## src/crc_pkg.sv

```systemverilog
package crc_pkg;
	localparam int NREG = 8;
	localparam int NTOT = 9;
	localparam int LUT_REG = 8;
	localparam int DW = 32;
	localparam int AW = 12;

	localparam logic [AW-1:0] ADDR_CTRL = 12'h000;
	localparam logic [AW-1:0] ADDR_CFG = 12'h004;
	localparam logic [AW-1:0] ADDR_LOAD = 12'h008;
	localparam logic [AW-1:0] ADDR_STAT = 12'h00C;
	localparam logic [AW-1:0] ADDR_ADD = 12'h010;
	localparam logic [AW-1:0] ADDR_SUM = 12'h014;

	localparam int CE1_BIT = 0;
	localparam int CE2_BIT = 1;
	localparam int CLRA_BIT = 2;
	localparam int CLRB_BIT = 3;
	localparam int SCLR_BIT = 4;
	localparam int SLOAD_BIT = 5;
	localparam int ADD_EN_BIT = 6;
	localparam int CTRL_W = 7;
	localparam logic [CTRL_W-1:0] CTRL_RST = 7'h03;

	localparam int CFG_W = 4;
	localparam int CFG_CLK = 0;
	localparam int CFG_CLR = 1;
	localparam int CFG_INV = 2;
	localparam int CFG_SYNC = 3;
	localparam logic [DW-1:0] CFG_RST = 32'h0000_0000;

	localparam logic [NTOT-1:0] LOAD_RST = 9'h000;
	localparam int OPA_LSB = 0;
	localparam int OPB_LSB = 8;
	localparam int OP_W = 8;
	localparam logic [15:0] ADD_RST = 16'h0000;

	localparam int STAT_Q_LSB = 0;
	localparam int STAT_GRST_BIT = 9;
	localparam int STAT_CE_LSB = 10;

	localparam logic [1:0] DIV2_LAST = 2'h3;
	localparam logic [DW-1:0] ZERO_WORD = 32'h0000_0000;
endpackage : crc_pkg

```

## src/crc_top.sv

```systemverilog
// Summary of operation
// - register clears come from cluster-wide clear lines, never a private source.
// - clear forces a register to zero regardless of data or clock tick.
// - each cluster has only two clear sources; each register picks one.
// - preset is emulated by inverting register data in and data out.
// - the active-low global reset clears every register.
// - global reset beats clock enable, clear, sync load and sync clear.
// - global reset acts only when the build option enables it.
// - each cluster clock is paired with its own clock enable.
// - clock enable gates the cluster clock tick itself.
// - registers sharing a clock and enable pair use one gated tick.
// - unused adder inputs are held at logic low.
// - the lookup register follows register 0's clock, enable and clear.
// - sync clear and load reach registers 0-7; each may ignore them, and the lookup register always does.
module crc_top
	import crc_pkg::*;
#(
	parameter bit RESET_ENABLE = 1'b1
) (
	input wire logic SYS_CLK,
	input wire logic RST_N,
	input wire logic PSEL,
	input wire logic PENABLE,
	input wire logic PWRITE,
	input wire logic [AW-1:0] PADDR,
	input wire logic [DW-1:0] PWDATA,
	output logic [DW-1:0] PRDATA,
	output logic PREADY,
	output logic PSLVERR,
	input wire logic GLOBAL_RESET_N,
	input wire logic [NTOT-1:0] D_IN,
	output logic [NTOT-1:0] Q_OUT,
	output logic [1:0] GATED_TICK,
	output logic [OP_W-1:0] ADDER_A,
	output logic [OP_W-1:0] ADDER_B,
	output logic [OP_W:0] ADDER_SUM
);
	logic [CTRL_W-1:0] ctrl_reg;
	logic [DW-1:0] cfg_reg;
	logic [NTOT-1:0] load_reg;
	logic [15:0] add_reg;
	logic [DW-1:0] prdata_reg;
	logic grst_meta_reg, grst_sync_reg;
	logic [NTOT-1:0] din_meta_reg, din_sync_reg;
	logic [1:0] div_reg;
	logic [NTOT-1:0] store_reg, store_next;
	logic [NTOT-1:0] q_reg;
	logic [OP_W-1:0] adda_reg, addb_reg;
	logic [OP_W:0] sum_reg;
	logic glob_rst;

	// apb decode
	wire setup_rd = PSEL && !PENABLE && !PWRITE;
	wire acc_wr = PSEL && PENABLE && PWRITE;
	wire hit_ctrl = PADDR == ADDR_CTRL;
	wire hit_cfg = PADDR == ADDR_CFG;
	wire hit_load = PADDR == ADDR_LOAD;
	wire hit_stat = PADDR == ADDR_STAT;
	wire hit_add = PADDR == ADDR_ADD;
	wire hit_sum = PADDR == ADDR_SUM;
	wire mapped = hit_ctrl | hit_cfg | hit_load | hit_stat | hit_add | hit_sum;
	wire [DW-1:0] rd_mux = hit_ctrl ? {{(DW-CTRL_W){1'b0}}, ctrl_reg} :
		hit_cfg ? cfg_reg :
		hit_load ? {{(DW-NTOT){1'b0}}, load_reg} :
		hit_stat ? {{(DW-12){1'b0}}, ctrl_reg[CE2_BIT:CE1_BIT], glob_rst, q_reg} :
		hit_add ? {16'h0000, add_reg} :
		hit_sum ? {{(DW-OP_W-1){1'b0}}, sum_reg} : ZERO_WORD;

	assign PREADY = 1'b1;
	assign PSLVERR = PSEL && PENABLE && !mapped;
	assign PRDATA = prdata_reg;

	always_ff @(posedge SYS_CLK or negedge RST_N) begin
		if (!RST_N) begin
			prdata_reg <= ZERO_WORD;
		end else if (setup_rd) begin
			prdata_reg <= rd_mux;
		end
	end

	always_ff @(posedge SYS_CLK or negedge RST_N) begin
		if (!RST_N) begin
			ctrl_reg <= CTRL_RST;
			cfg_reg <= CFG_RST;
			load_reg <= LOAD_RST;
			add_reg <= ADD_RST;
		end else if (acc_wr) begin
			if (hit_ctrl) ctrl_reg <= PWDATA[CTRL_W-1:0];
			if (hit_cfg) cfg_reg <= PWDATA;
			if (hit_load) load_reg <= PWDATA[NTOT-1:0];
			if (hit_add) add_reg <= PWDATA[15:0];
		end
	end

	// pin synchronisers
	always_ff @(posedge SYS_CLK or negedge RST_N) begin
		if (!RST_N) begin
			grst_meta_reg <= 1'b1;
			grst_sync_reg <= 1'b1;
			din_meta_reg <= LOAD_RST;
			din_sync_reg <= LOAD_RST;
		end else begin
			grst_meta_reg <= GLOBAL_RESET_N;
			grst_sync_reg <= grst_meta_reg;
			din_meta_reg <= D_IN;
			din_sync_reg <= din_meta_reg;
		end
	end

	assign glob_rst = RESET_ENABLE && !grst_sync_reg;

	// cluster clocks: clock 1 every cycle, clock 2 every fourth cycle
	always_ff @(posedge SYS_CLK or negedge RST_N) begin
		if (!RST_N) begin
			div_reg <= 2'h0;
		end else begin
			div_reg <= div_reg + 2'h1;
		end
	end

	wire [1:0] clk_tick = {div_reg == DIV2_LAST, 1'b1};
	wire [1:0] clk_en = {ctrl_reg[CE2_BIT], ctrl_reg[CE1_BIT]};
	wire [1:0] gated = clk_tick & clk_en;
	wire [1:0] clr_src = {ctrl_reg[CLRB_BIT], ctrl_reg[CLRA_BIT]};
	wire sclr = ctrl_reg[SCLR_BIT];
	wire sload = ctrl_reg[SLOAD_BIT];
	assign GATED_TICK = gated;

	logic [NTOT-1:0] tick_sel, clr_sel, inv_sel, sync_sel;

	genvar gi;
	generate
		for (gi = 0; gi < NTOT; gi++) begin : g_reg
			localparam int CI = (gi == LUT_REG) ? 0 : gi;
			wire [CFG_W-1:0] cfg = cfg_reg[CI*CFG_W +: CFG_W];
			wire tick = gated[cfg[CFG_CLK]];
			wire clr = clr_src[cfg[CFG_CLR]];
			wire inv = (gi == LUT_REG) ? 1'b0 : cfg[CFG_INV];
			wire hon = (gi == LUT_REG) ? 1'b0 : cfg[CFG_SYNC];
			assign tick_sel[gi] = tick;
			assign clr_sel[gi] = clr;
			assign inv_sel[gi] = inv;
			assign sync_sel[gi] = hon;
			always_comb begin
				if (glob_rst) begin
					store_next[gi] = 1'b0;
				end else if (clr) begin
					store_next[gi] = 1'b0;
				end else if (tick && hon && sclr) begin
					store_next[gi] = 1'b0;
				end else if (tick && hon && sload) begin
					store_next[gi] = load_reg[gi] ^ inv;
				end else if (tick) begin
					store_next[gi] = din_sync_reg[gi] ^ inv;
				end else begin
					store_next[gi] = store_reg[gi];
				end
			end
		end
	endgenerate

	always_ff @(posedge SYS_CLK or negedge RST_N) begin
		if (!RST_N) begin
			store_reg <= LOAD_RST;
			q_reg <= LOAD_RST;
		end else begin
			store_reg <= store_next;
			q_reg <= store_next ^ inv_sel;
		end
	end
	assign Q_OUT = q_reg;

	// adder operands forced low when idle
	wire add_en = ctrl_reg[ADD_EN_BIT];
	wire [OP_W-1:0] opa = add_en ? add_reg[OPA_LSB +: OP_W] : 8'h00;
	wire [OP_W-1:0] opb = add_en ? add_reg[OPB_LSB +: OP_W] : 8'h00;

	always_ff @(posedge SYS_CLK or negedge RST_N) begin
		if (!RST_N) begin
			adda_reg <= 8'h00;
			addb_reg <= 8'h00;
			sum_reg <= 9'h000;
		end else begin
			adda_reg <= opa;
			addb_reg <= opb;
			sum_reg <= {1'b0, adda_reg} + {1'b0, addb_reg};
		end
	end
	assign ADDER_A = adda_reg;
	assign ADDER_B = addb_reg;
	assign ADDER_SUM = sum_reg;

	glob_reset_a: assert property (@(posedge SYS_CLK) disable iff (!RST_N)
		glob_rst |=> (store_reg == 9'h000) && (q_reg == $past(inv_sel)))
		else $error("global reset left a register set");

	reset_prio_a: assert property (@(posedge SYS_CLK) disable iff (!RST_N)
		(glob_rst && (|gated) && sload) |=> store_reg == 9'h000)
		else $error("global reset lost to another control");

	reset_opt_a: assert property (@(posedge SYS_CLK) disable iff (!RST_N)
		(!grst_sync_reg && tick_sel[0] && !clr_sel[0] && !sclr && !sload)
		|=> store_reg[0] == (RESET_ENABLE ? 1'b0 : $past(din_sync_reg[0] ^ inv_sel[0])))
		else $error("global reset pin acted against the build option");

	clear_wins_a: assert property (@(posedge SYS_CLK) disable iff (!RST_N)
		(clr_sel[0] && tick_sel[0]) |=> !store_reg[0])
		else $error("clear did not override clocked update");

	clear_pick_a: assert property (@(posedge SYS_CLK) disable iff (!RST_N)
		clr_sel[1] == (cfg_reg[CFG_W+CFG_CLR] ? ctrl_reg[CLRB_BIT] : ctrl_reg[CLRA_BIT]))
		else $error("clear source selection wrong");

	gate_stop_a: assert property (@(posedge SYS_CLK) disable iff (!RST_N)
		!ctrl_reg[CE2_BIT] |-> !GATED_TICK[1] && (GATED_TICK[0] == ctrl_reg[CE1_BIT]))
		else $error("gated tick while enable low");

	hold_idle_a: assert property (@(posedge SYS_CLK) disable iff (!RST_N)
		(!tick_sel[2] && !clr_sel[2] && !glob_rst) |=> $stable(store_reg[2]))
		else $error("register moved without its gated tick");

	lut_follow_a: assert property (@(posedge SYS_CLK) disable iff (!RST_N)
		(tick_sel[LUT_REG] == tick_sel[0]) && (clr_sel[LUT_REG] == clr_sel[0]))
		else $error("lookup register not tied to register 0");

	sync_skip_a: assert property (@(posedge SYS_CLK) disable iff (!RST_N)
		(tick_sel[3] && !sync_sel[3] && sclr && !clr_sel[3] && !glob_rst)
		|=> store_reg[3] == $past(din_sync_reg[3] ^ inv_sel[3]))
		else $error("ignoring register obeyed sync clear");

	adder_idle_a: assert property (@(posedge SYS_CLK) disable iff (!RST_N)
		!add_en |=> (ADDER_A == 8'h00) && (ADDER_B == 8'h00) ##1 ADDER_SUM == 9'h000)
		else $error("idle adder inputs not low");

	clear_zero_a: assert property (@(posedge SYS_CLK) disable iff (!RST_N)
		clr_sel[4] |=> !store_reg[4])
		else $error("clear left register 4 set");

	clear_none_a: assert property (@(posedge SYS_CLK) disable iff (!RST_N)
		(!ctrl_reg[CLRA_BIT] && !ctrl_reg[CLRB_BIT]) |-> (clr_sel == 9'h000))
		else $error("register cleared with no cluster clear");

	clear_both_a: assert property (@(posedge SYS_CLK) disable iff (!RST_N)
		(ctrl_reg[CLRA_BIT] && ctrl_reg[CLRB_BIT]) |-> (clr_sel == 9'h1FF))
		else $error("register escaped both cluster clears");

	preset_view_a: assert property (@(posedge SYS_CLK) disable iff (!RST_N)
		(tick_sel[1] && !sync_sel[1] && !clr_sel[1] && !glob_rst) |=> Q_OUT[1] == $past(din_sync_reg[1]))
		else $error("inverted register output differs from data");

	preset_clear_a: assert property (@(posedge SYS_CLK) disable iff (!RST_N)
		(clr_sel[1] && !glob_rst) |=> Q_OUT[1] == $past(inv_sel[1]))
		else $error("cleared register did not show preset level");

	reset_lut_a: assert property (@(posedge SYS_CLK) disable iff (!RST_N)
		glob_rst |=> !Q_OUT[LUT_REG])
		else $error("global reset left lookup register set");

	reset_sclr_a: assert property (@(posedge SYS_CLK) disable iff (!RST_N)
		(glob_rst && (|tick_sel) && sclr) |=> store_reg == 9'h000)
		else $error("global reset lost to sync clear");

	reset_ce_a: assert property (@(posedge SYS_CLK) disable iff (!RST_N)
		(glob_rst && !ctrl_reg[CE1_BIT] && !ctrl_reg[CE2_BIT]) |=> store_reg == 9'h000)
		else $error("global reset waited for a clock enable");

	reset_noclr_a: assert property (@(posedge SYS_CLK) disable iff (!RST_N)
		(glob_rst && !(|clr_sel)) |=> store_reg == 9'h000)
		else $error("global reset needed a cluster clear");

	pin_reset_a: assert property (@(posedge SYS_CLK) disable iff (!RST_N)
		(!GLOBAL_RESET_N) [*3] |=> !RESET_ENABLE || (store_reg == 9'h000))
		else $error("held reset pin did not clear registers");

	tick_once_a: assert property (@(posedge SYS_CLK) disable iff (!RST_N)
		GATED_TICK[1] |=> (!GATED_TICK[1]) [*3])
		else $error("clock 2 tick faster than its divider");

	gate_ce1_a: assert property (@(posedge SYS_CLK) disable iff (!RST_N)
		!ctrl_reg[CE1_BIT] |-> !GATED_TICK[0])
		else $error("clock 1 ticked with its enable low");

	tick_pair_a: assert property (@(posedge SYS_CLK) disable iff (!RST_N)
		(GATED_TICK & ~{ctrl_reg[CE2_BIT], ctrl_reg[CE1_BIT]}) == 2'h0)
		else $error("cluster clock used a foreign enable");

	hold_ce_a: assert property (@(posedge SYS_CLK) disable iff (!RST_N)
		(!ctrl_reg[CE1_BIT] && !ctrl_reg[CE2_BIT] && !(|clr_sel) && !glob_rst) |=> $stable(store_reg))
		else $error("register moved with both enables low");

	shared_tick_a: assert property (@(posedge SYS_CLK) disable iff (!RST_N)
		(cfg_reg[CFG_CLK] == cfg_reg[CFG_W+CFG_CLK]) |-> (tick_sel[0] == tick_sel[1]))
		else $error("same clock pair gave different ticks");

	tick_moves_a: assert property (@(posedge SYS_CLK) disable iff (!RST_N)
		(tick_sel[2] && !sync_sel[2] && !clr_sel[2] && !glob_rst) |=> store_reg[2] == $past(din_sync_reg[2] ^ inv_sel[2]))
		else $error("register missed its gated tick");

	adder_take_a: assert property (@(posedge SYS_CLK) disable iff (!RST_N)
		add_en |=> (ADDER_A == $past(add_reg[OPA_LSB +: OP_W])) && (ADDER_B == $past(add_reg[OPB_LSB +: OP_W])))
		else $error("enabled adder lost its operands");

	adder_sum_a: assert property (@(posedge SYS_CLK) disable iff (!RST_N)
		1'b1 |=> ADDER_SUM == ({1'b0, $past(ADDER_A)} + {1'b0, $past(ADDER_B)}))
		else $error("adder sum wrong");

	lut_clear_a: assert property (@(posedge SYS_CLK) disable iff (!RST_N)
		clr_sel[0] |=> !store_reg[LUT_REG])
		else $error("lookup register missed register 0 clear");

	lut_hold_a: assert property (@(posedge SYS_CLK) disable iff (!RST_N)
		(!tick_sel[0] && !clr_sel[0] && !glob_rst) |=> $stable(store_reg[LUT_REG]))
		else $error("lookup register moved without register 0 tick");

	lut_plain_a: assert property (@(posedge SYS_CLK) disable iff (!RST_N)
		(tick_sel[0] && !clr_sel[0] && !glob_rst) |=> Q_OUT[LUT_REG] == $past(din_sync_reg[LUT_REG]))
		else $error("lookup register did not take its data");

	sload_take_a: assert property (@(posedge SYS_CLK) disable iff (!RST_N)
		(tick_sel[5] && sync_sel[5] && sload && !sclr && !clr_sel[5] && !glob_rst) |=> Q_OUT[5] == $past(load_reg[5]))
		else $error("honouring register ignored sync load");

	sclr_take_a: assert property (@(posedge SYS_CLK) disable iff (!RST_N)
		(tick_sel[6] && sync_sel[6] && sclr && !clr_sel[6] && !glob_rst) |=> !store_reg[6])
		else $error("honouring register ignored sync clear");

	sload_skip_a: assert property (@(posedge SYS_CLK) disable iff (!RST_N)
		(tick_sel[7] && !sync_sel[7] && sload && !clr_sel[7] && !glob_rst) |=> Q_OUT[7] == $past(din_sync_reg[7]))
		else $error("ignoring register obeyed sync load");

	clear_load_a: assert property (@(posedge SYS_CLK) disable iff (!RST_N)
		(clr_sel[5] && tick_sel[5] && sload) |=> !store_reg[5])
		else $error("sync load beat the clear");

	clear_hold_a: assert property (@(posedge SYS_CLK) disable iff (!RST_N)
		(clr_sel[6] && !tick_sel[6]) |=> !store_reg[6])
		else $error("clear waited for a gated tick");

	write_ctrl_a: assert property (@(posedge SYS_CLK) disable iff (!RST_N)
		(acc_wr && hit_ctrl) |=> ctrl_reg == $past(PWDATA[CTRL_W-1:0]))
		else $error("control write did not land");

	read_data_a: assert property (@(posedge SYS_CLK) disable iff (!RST_N)
		(setup_rd && hit_ctrl) |=> PRDATA == {{(DW-CTRL_W){1'b0}}, $past(ctrl_reg)})
		else $error("control read data wrong");
endmodule : crc_top

```

## config.mk

```make
export PLATFORM = sky130hd
export DESIGN_NAME = crc_top
export DESIGN_NICKNAME = d
export VERILOG_FILES = /design/src/crc_pkg.sv /design/src/crc_top.sv
export SDC_FILE = /design/constraint.sdc
export NUM_CORES = 1
export LEC_CHECK = 0
export ABC_CLOCK_PERIOD_IN_PS = 3000
export BUFFER_PORTS_ARGS = -buffer_cell sky130_fd_sc_hd__buf_4
export CAP_MARGIN = 10
export CORE_MARGIN = 2
export CORE_UTILIZATION = 40
export CTS_CLUSTER_SIZE = 24
export DETAILED_ROUTE_END_ITERATION = 12
export PLACE_DENSITY = 0.73
export SYNTH_ARGS = -nofsm -noshare
export SYNTH_HDL_FRONTEND = slang
export SYNTH_SLANG_ARGS = --single-unit
```

## constraint.sdc

```tcl
create_clock -name SYS_CLK -period 3 [get_ports SYS_CLK]
set_input_delay 0.15 -clock SYS_CLK [delete_from_list [all_inputs] [get_ports SYS_CLK]]
set_output_delay 0.15 -clock SYS_CLK [all_outputs]
set_load 0.05 [all_outputs]
```

==> reports/qor.yml, run 1 <==
hold_violations: 0
crit_top_cell: "a21o_1"
cpPeakStageDelay_ns: 0.43
tightest_slew_ns: 0.915
cap_violations: 0
clock_latency_ns: 0.42
design_area_mm2: 0.00924
max_slew_margin_pct: 38.9
nNetsFinal: 797
holdCritPathClass: "primary input to register"
overflow: 0
setup_viol: 0
drive_above_1_share_pct: 28.1
ir_worst_vdd_mv: 0.391
holdBufCountCts: 41
rows: 48
slowest_stage: "a2111o_1"
clockBufferDepth: 2
netlist.area_leader.share_pct: 55.0
netlist_top_cells_area: "dfrtp_1, mux2_1, mux2_2"
fmax_mhz: 488
cp.required_ns: 3.36
ys.flop_type: "dfrtp_1"
dieWidth_um: 137
placedInstanceArea_mm2: 0.00827
synth_edf_count: 0
die_y_um: 137
yosysSeqAreaShare_pct: 56.5
gp_congestion: 0.892
first_global_vias: 5379
path_delay_family: "compound AO/OA/AOI/OAI gates"
grt_max_degree: 75
drv_slew: 0
coreArea_mm2: 0.0173
dpl.hpwl_um: 13200
powerDensity_mw_per_mm2: 487
diodes: 0
drtAntennaViolNets: 0
path_max_fanout: 4
ys_top_cells_by_count: "dfrtp_1, mux2_1, mux2_2, xor2_1"
finalCritPeriodShare_pct: 68.3
yosysWarningCount: 0
worstPathArrival_ns: 2.41
syn_area_per_cell_um2: 12.6
timing.critical_path.buf_inv: 0
synth_cells: 563
antenna_found_initial: 0
yosysTopAreaCell: "dfrtp_1"
grt_usage_pct: 20.8
p_leak_nw: 4.72
synth_cell_types: 61
path_cells: "ha_1 -> fa_1 -> a21o_1 -> a21o_1 -> a2111o_1 -> nand3_1"
layout_min_cycle_time_ns: 2.05
clock-sinks: 160
synth_fp_nets: 632
async_flop_share_pct: 100
final.setup_skew_ns: 0.00815
cts-root-buf: "clkbuf_16"
area_growth_syn_to_layout_pct: 30.2
initial_core_util_pct: 41.0
grtUsageMet3_pct: 4.56
cp-end-kind: "register"
start_kind: "register"
use_met1_pct: 28.0
postCtsSetupBuffers: 0
synth.most_common_cell: "dfrtp_1"
status: "finished, final reports clean"
portBuffers: 127
io_pins: 129
drtIter0Drc: 440
routedWlPerCell_um: 19.3
first_pass_iters: 4
grtUsageMet2_pct: 33.2
netlist_area_mm2: 0.00710
route.detailed.drc: 0
cts_max_level: 4
setup_tns_ns: 0
grt.busiest_layer: "met2"
cts_buffers: 17
ys_ff_latch: 160
clk_pin_slew_worst_paths_ns: 0.06
drt-total-wl_um: 18600
cts_tree: "yes"
grt_setup_unrepaired: "no"
avgViaCountPerCell: 5.54
postCtsResizedCells: 0
num_vias: 5356
grt_pass1_wl_um: 29400
worstSetupPathType: "register to register"
die_area_mm2: 0.0188
## stage by stage
stage	util, %	power, mW	instances	hold WS, ns	setup slack, ns
after floorplan	-	2.34	563	-0.146	0.831
after global placement	47.8	2.48	893	0.209	0.902
after detailed placement	47.8	2.49	893	0.225	0.889
after CTS	53.4	4.52	966	0.00397	0.958
after global routing	53.4	4.65	966	0.00498	0.832
final	53.4	4.50	966	0.0173	0.951
## final timing paths
kind / startpoint / endpoint / slack [ns] / cells after the start
max: ADDER_A[0] / ADDER_SUM[6] / 0.95 / 6
min: PWDATA[1] / add_reg[1] / 0.02 / 2
max reg2reg: ADDER_A[0] / ADDER_SUM[6] / 0.95 / 6
min reg2reg: din_meta_reg[5] / din_sync_reg[5] / 0.35 / 0
max in group asynchronous: RST_N / grst_sync_reg / 1.79 / 3
min in group asynchronous: RST_N / add_reg[9] / 0.33 / 2
## layout by cell type (no fill, tap or decap), types with 16 or more instances in the layout
cell type	Yosys	routed
a22o_1	21	21
clkbuf_16	0	17
and2_1	18	18
o21ai_0	20	20
dfrtp_1	156	156
dlygate4sd3_1	0	41
nand2_1	22	22
mux2i_1	17	17
mux2_1	40	40
mux2_2	25	25
buf_4	3	137
xor2_1	23	23
a211oi_1	20	20
nor2b_1	16	16
## final cells by class
type	count	area [µm²]
Sequential cell	160	4010
Timing Repair Buffer	179	1450
Multi-Input combinational cell	360	2910
Fill cell	1490	8060
Clock inverter	8	52.6
Inverter	10	37.5
Tap cell	225	282
Clock buffer	24	502
## routing by layer
layer	up-vias	routed length, µm	part of all wire (%)
met1	2716	7910	43
met4	0	403	2.2
met2	209	9030	49
li1	2394	-	-
met5	-	0	0
met3	37	1250	6.7
## power by group
part           switching (mW)  leakage, nW  internal, mW  total (mW)
logic                   0.166         2.28         0.128       0.294
clock network           0.838        0.272          1.17        2.00
registers              0.0150         2.17          2.18        2.20
## worst reg2reg max path, delay by kind of cell, from the launching register on
kind            cells  cell delay [ns]
fa+ha+maj           2             0.68
simple gates        1             0.07
compound gates      3             0.86
flops               1             0.38
## cell families after synthesis
group                      Yosys count  share of synthesized area, %
other                                1                        0.0528
AOI/OAI and AO/OA                  127                          13.3
xor gates and xnor gates            27                          3.33
DFF                                160                          56.5
adders and majority gates           10                          1.87
buffers and inverters               43                          2.57
and+or+nand+nor                    113                          9.68
muxes                               82                          12.7
Note: power is estimated with default switching activity, not from simulation.
==> run 2, diff against run 1 <==
--- a/config.mk
+++ b/config.mk
@@ -5,14 +5,15 @@
 export SDC_FILE = /design/constraint.sdc
 export NUM_CORES = 1
 export LEC_CHECK = 0
-export ABC_CLOCK_PERIOD_IN_PS = 3000
+export ABC_AREA = 1
+export ABC_CLOCK_PERIOD_IN_PS = 2150
 export BUFFER_PORTS_ARGS = -buffer_cell sky130_fd_sc_hd__buf_4
 export CAP_MARGIN = 10
 export CORE_MARGIN = 2
 export CORE_UTILIZATION = 40
 export CTS_CLUSTER_SIZE = 24
 export DETAILED_ROUTE_END_ITERATION = 12
-export PLACE_DENSITY = 0.73
+export PLACE_DENSITY = 0.72
 export SYNTH_ARGS = -nofsm -noshare
 export SYNTH_HDL_FRONTEND = slang
 export SYNTH_SLANG_ARGS = --single-unit
==> constraint.sdc (replaced) <==
create_clock -name SYS_CLK -period 2.15 [get_ports SYS_CLK]
set_input_delay 0.1075 -clock SYS_CLK [delete_from_list [all_inputs] [get_ports SYS_CLK]]
set_output_delay 0.1075 -clock SYS_CLK [all_outputs]
set_load 0.05 [all_outputs]
==> reports/qor.yml, run 2 <==
status: "finished, final reports clean"
ys.flop_type: "dfrtp_1"
drtAntennaViolNets: 0  # unchanged
clk_pin_slew_worst_paths_ns: 0.06  # about the same
cts_buffers: 17  # unchanged
path_max_fanout: 9  # +5
placedInstanceArea_mm2: 0.00842  # +1.8%
yosysSeqAreaShare_pct: 55.2  # -1.3 points
gp_congestion: 0.878  # -1.5%
setup_viol: 0  # unchanged
overflow: 0  # unchanged
fillCellCount: 1641  # +10%
min_from: "PWDATA[3]"
yosysTopAreaCell: "dfrtp_1"
synth_edf_count: 0  # unchanged
final.setup_skew_ns: 0.00835  # +0.000205 ns
grt_usage_pct: 20.5  # -0.22 points
diodes: 0  # unchanged
r2r_end: "Q_OUT[2]"
design_area_mm2: 0.00934  # +1.1%
postCtsSetupBuffers: 0  # unchanged
cp.required_ns: 2.49  # -0.87 ns
regArea_mm2: 0.00401  # unchanged
cap_violations: 0  # unchanged
num_vias: 5924  # +11%
coreArea_mm2: 0.0179  # +3.5%
r2r_start: "ctrl_reg[1]"
layout_min_cycle_time_ns: 1.76  # -0.291 ns
synth_cell_types: 37  # -39%
io_pins: 129  # unchanged
cts-root-buf: "clkbuf_16"
netlist_top_cells_area: "dfrtp_1, nand2_1, nand3_1"
first_global_vias: 5722  # +6.4%
holdPathStages: 3  # +1
syn_area_per_cell_um2: 9.28  # -26%
tightest_slew_ns: 0.670  # -0.245 ns
grt_setup_unrepaired: "no"
layout_common_cells: "nand2_1, dfrtp_1, buf_4"
die_y_um: 139  # +1.1%
drv_slew: 0  # unchanged
hold_violations: 0  # unchanged
worstSetupPathType: "register to register"
clock_latency_ns: 0.43  # about the same
routedWlPerCell_um: 16.4  # -15%
nNetsFinal: 1010  # +27%
antenna_found_initial: 0  # unchanged
whs_ns: 0.0106  # -0.00674 ns
max_slew_margin_pct: 55.3  # +16 points
cts_max_level: 4  # unchanged
ys_top_cells_by_count: "nand2_1, dfrtp_1, inv_1, nand3_1, o21ai_0"
ys_ff_latch: 160  # unchanged
clock-sinks: 160  # unchanged
worstPathArrival_ns: 2.10  # -0.31 ns
p_leak_nw: 5.04  # +6.7%
drtIter0Drc: 375  # -15%
area_growth_syn_to_layout_pct: 28.6
r2r_slack_ns: 0.39  # -0.56 ns
cts_tree: "yes"
layout.cells.most_common: "nand2_1"
start_kind: "register"
dpl.hpwl_um: 13600  # +3.5%
synth.most_common_cell: "nand2_1"
min_to: "cfg_reg[3]"
netlist.area_leader.share_pct: 53.7  # -1.3 points
reg2reg_depth: 6  # unchanged
first_pass_iters: 5  # +1
netlist_area_mm2: 0.00726  # +2.3%
finalCritPeriodShare_pct: 81.8  # +13 points
powerDensity_mw_per_mm2: 668  # +37%
yosysWarningCount: 0  # unchanged
synth_fp_nets: 852  # +35%
grt_max_degree: 57  # -24%
route.detailed.drc: 0  # unchanged
clockBufferDepth: 2  # unchanged
ir_worst_vdd_mv: 0.597  # +53%
dieWidth_um: 139  # +1.1%
initial_core_util_pct: 40.6  # -0.47 points
rows: 49  # +2.1%
die_area_mm2: 0.0193  # +2.3%
setup_tns_ns: 0  # unchanged
multi_input_area_mm2: 0.00273  # -6.0%
postCtsResizedCells: 0  # unchanged
avgViaCountPerCell: 5.01  # -9.7%
drive_above_1_share_pct: 21.6  # -6.5 points
synth_cells: 783  # +39%
grt_pass1_wl_um: 30500  # +3.8%
holdCritPathClass: "primary input to register"
cp-end-kind: "register"
drt-total-wl_um: 19500  # +4.6%
portBuffers: 127  # unchanged
async_flop_share_pct: 100  # unchanged
fmax_mhz: 569  # +17%
run 2: changes by cell type in the layout (fill, tap and decap cells not counted), sizes merged, moves of 17 or more:
cell and change:
nand3 +71, o21ai +49, and2 -19, mux2i -17, mux2 -49, nor2 +43, inv +84, nand2 +168
run 2: where the power goes:
group          internal, mW  leakage, nW  switching, mW  total [mW]
registers              3.04         2.18         0.0117        3.05
clock network          1.74        0.277           1.15        2.89
logic                 0.143         2.58          0.164       0.307
total                  4.92         5.04           1.32        6.24
run 2: timing repair:
action	in CTS	in global routing
setup endpoints to repair	0	0
hold buffers	35	0
endpoints found under the hold margin	93	0
run 2: how the worst max path moves through the flow:
stage | startpoint | end | slack (ns) | cells past startpoint
2_1_floorplan | ADDER_A[0] | ADDER_SUM[6] | 0.29 | 8
3_5_place_dp | ctrl_reg[1] | Q_OUT[2] | 0.41 | 6
6_report | ctrl_reg[1] | Q_OUT[2] | 0.39 | 6
4_1_cts | ctrl_reg[1] | Q_OUT[2] | 0.41 | 6
3_3_place_gp | ADDER_A[0] | ADDER_SUM[6] | 0.51 | 8
5_1_grt | ADDER_A[0] | ADDER_SUM[6] | 0.27 | 8
run 2: per-stage QoR:
stage          setup WS, ns  cells  total power [mW]  utilization, %
2_1_floorplan         0.293    783              3.17               -
4_1_cts               0.406   1183              6.28            52.2
6_report              0.392   1183              6.24            52.2
3_3_place_gp          0.509   1116              3.36            47.1
3_5_place_dp          0.415   1116              3.36            47.1
5_1_grt               0.274   1183              6.44            52.2
run 2: logic make-up after synthesis:
| kind of cell | Yosys count | synth area share (%) |
|---|---|---|
| simple gates | 333 | 20.4 |
| flops | 160 | 55.2 |
| buf+inv | 124 | 7.20 |
| compound gates | 114 | 9.04 |
| xor+xnor | 25 | 3.01 |
| mux | 16 | 3.31 |
| fa+ha+maj | 10 | 1.83 |
| other cells | 1 | 0.0516 |
run 2: layer usage:
metal,up-vias,global-route usage [%],wire (µm),share of wire [%]
met5,-,0,0,0
met4,0,7.44,556,2.9
met3,38,5.18,1240,6.4
met2,216,33.5,9420,48
met1,2812,26.8,8240,42
li1,2858,-,-,-
run 2: final cells by class:
class	instances	area share, %
inverters	95	3.82
repair buffers	168	14.9
multi-input cells	499	29.2
well taps	229	3.07
flip-flops and latches	160	42.9
clock buffers	27	5.49
clock inverters	5	0.563
run 2: worst max-delay path, cell delays in order (launching register included):
cell      delay, ns
dfstp_2        0.56
nand2_2        0.17
o21ai_0        0.39
nand3_1        0.14
o21bai_1       0.18
nand3_1        0.10
xnor2_1        0.14
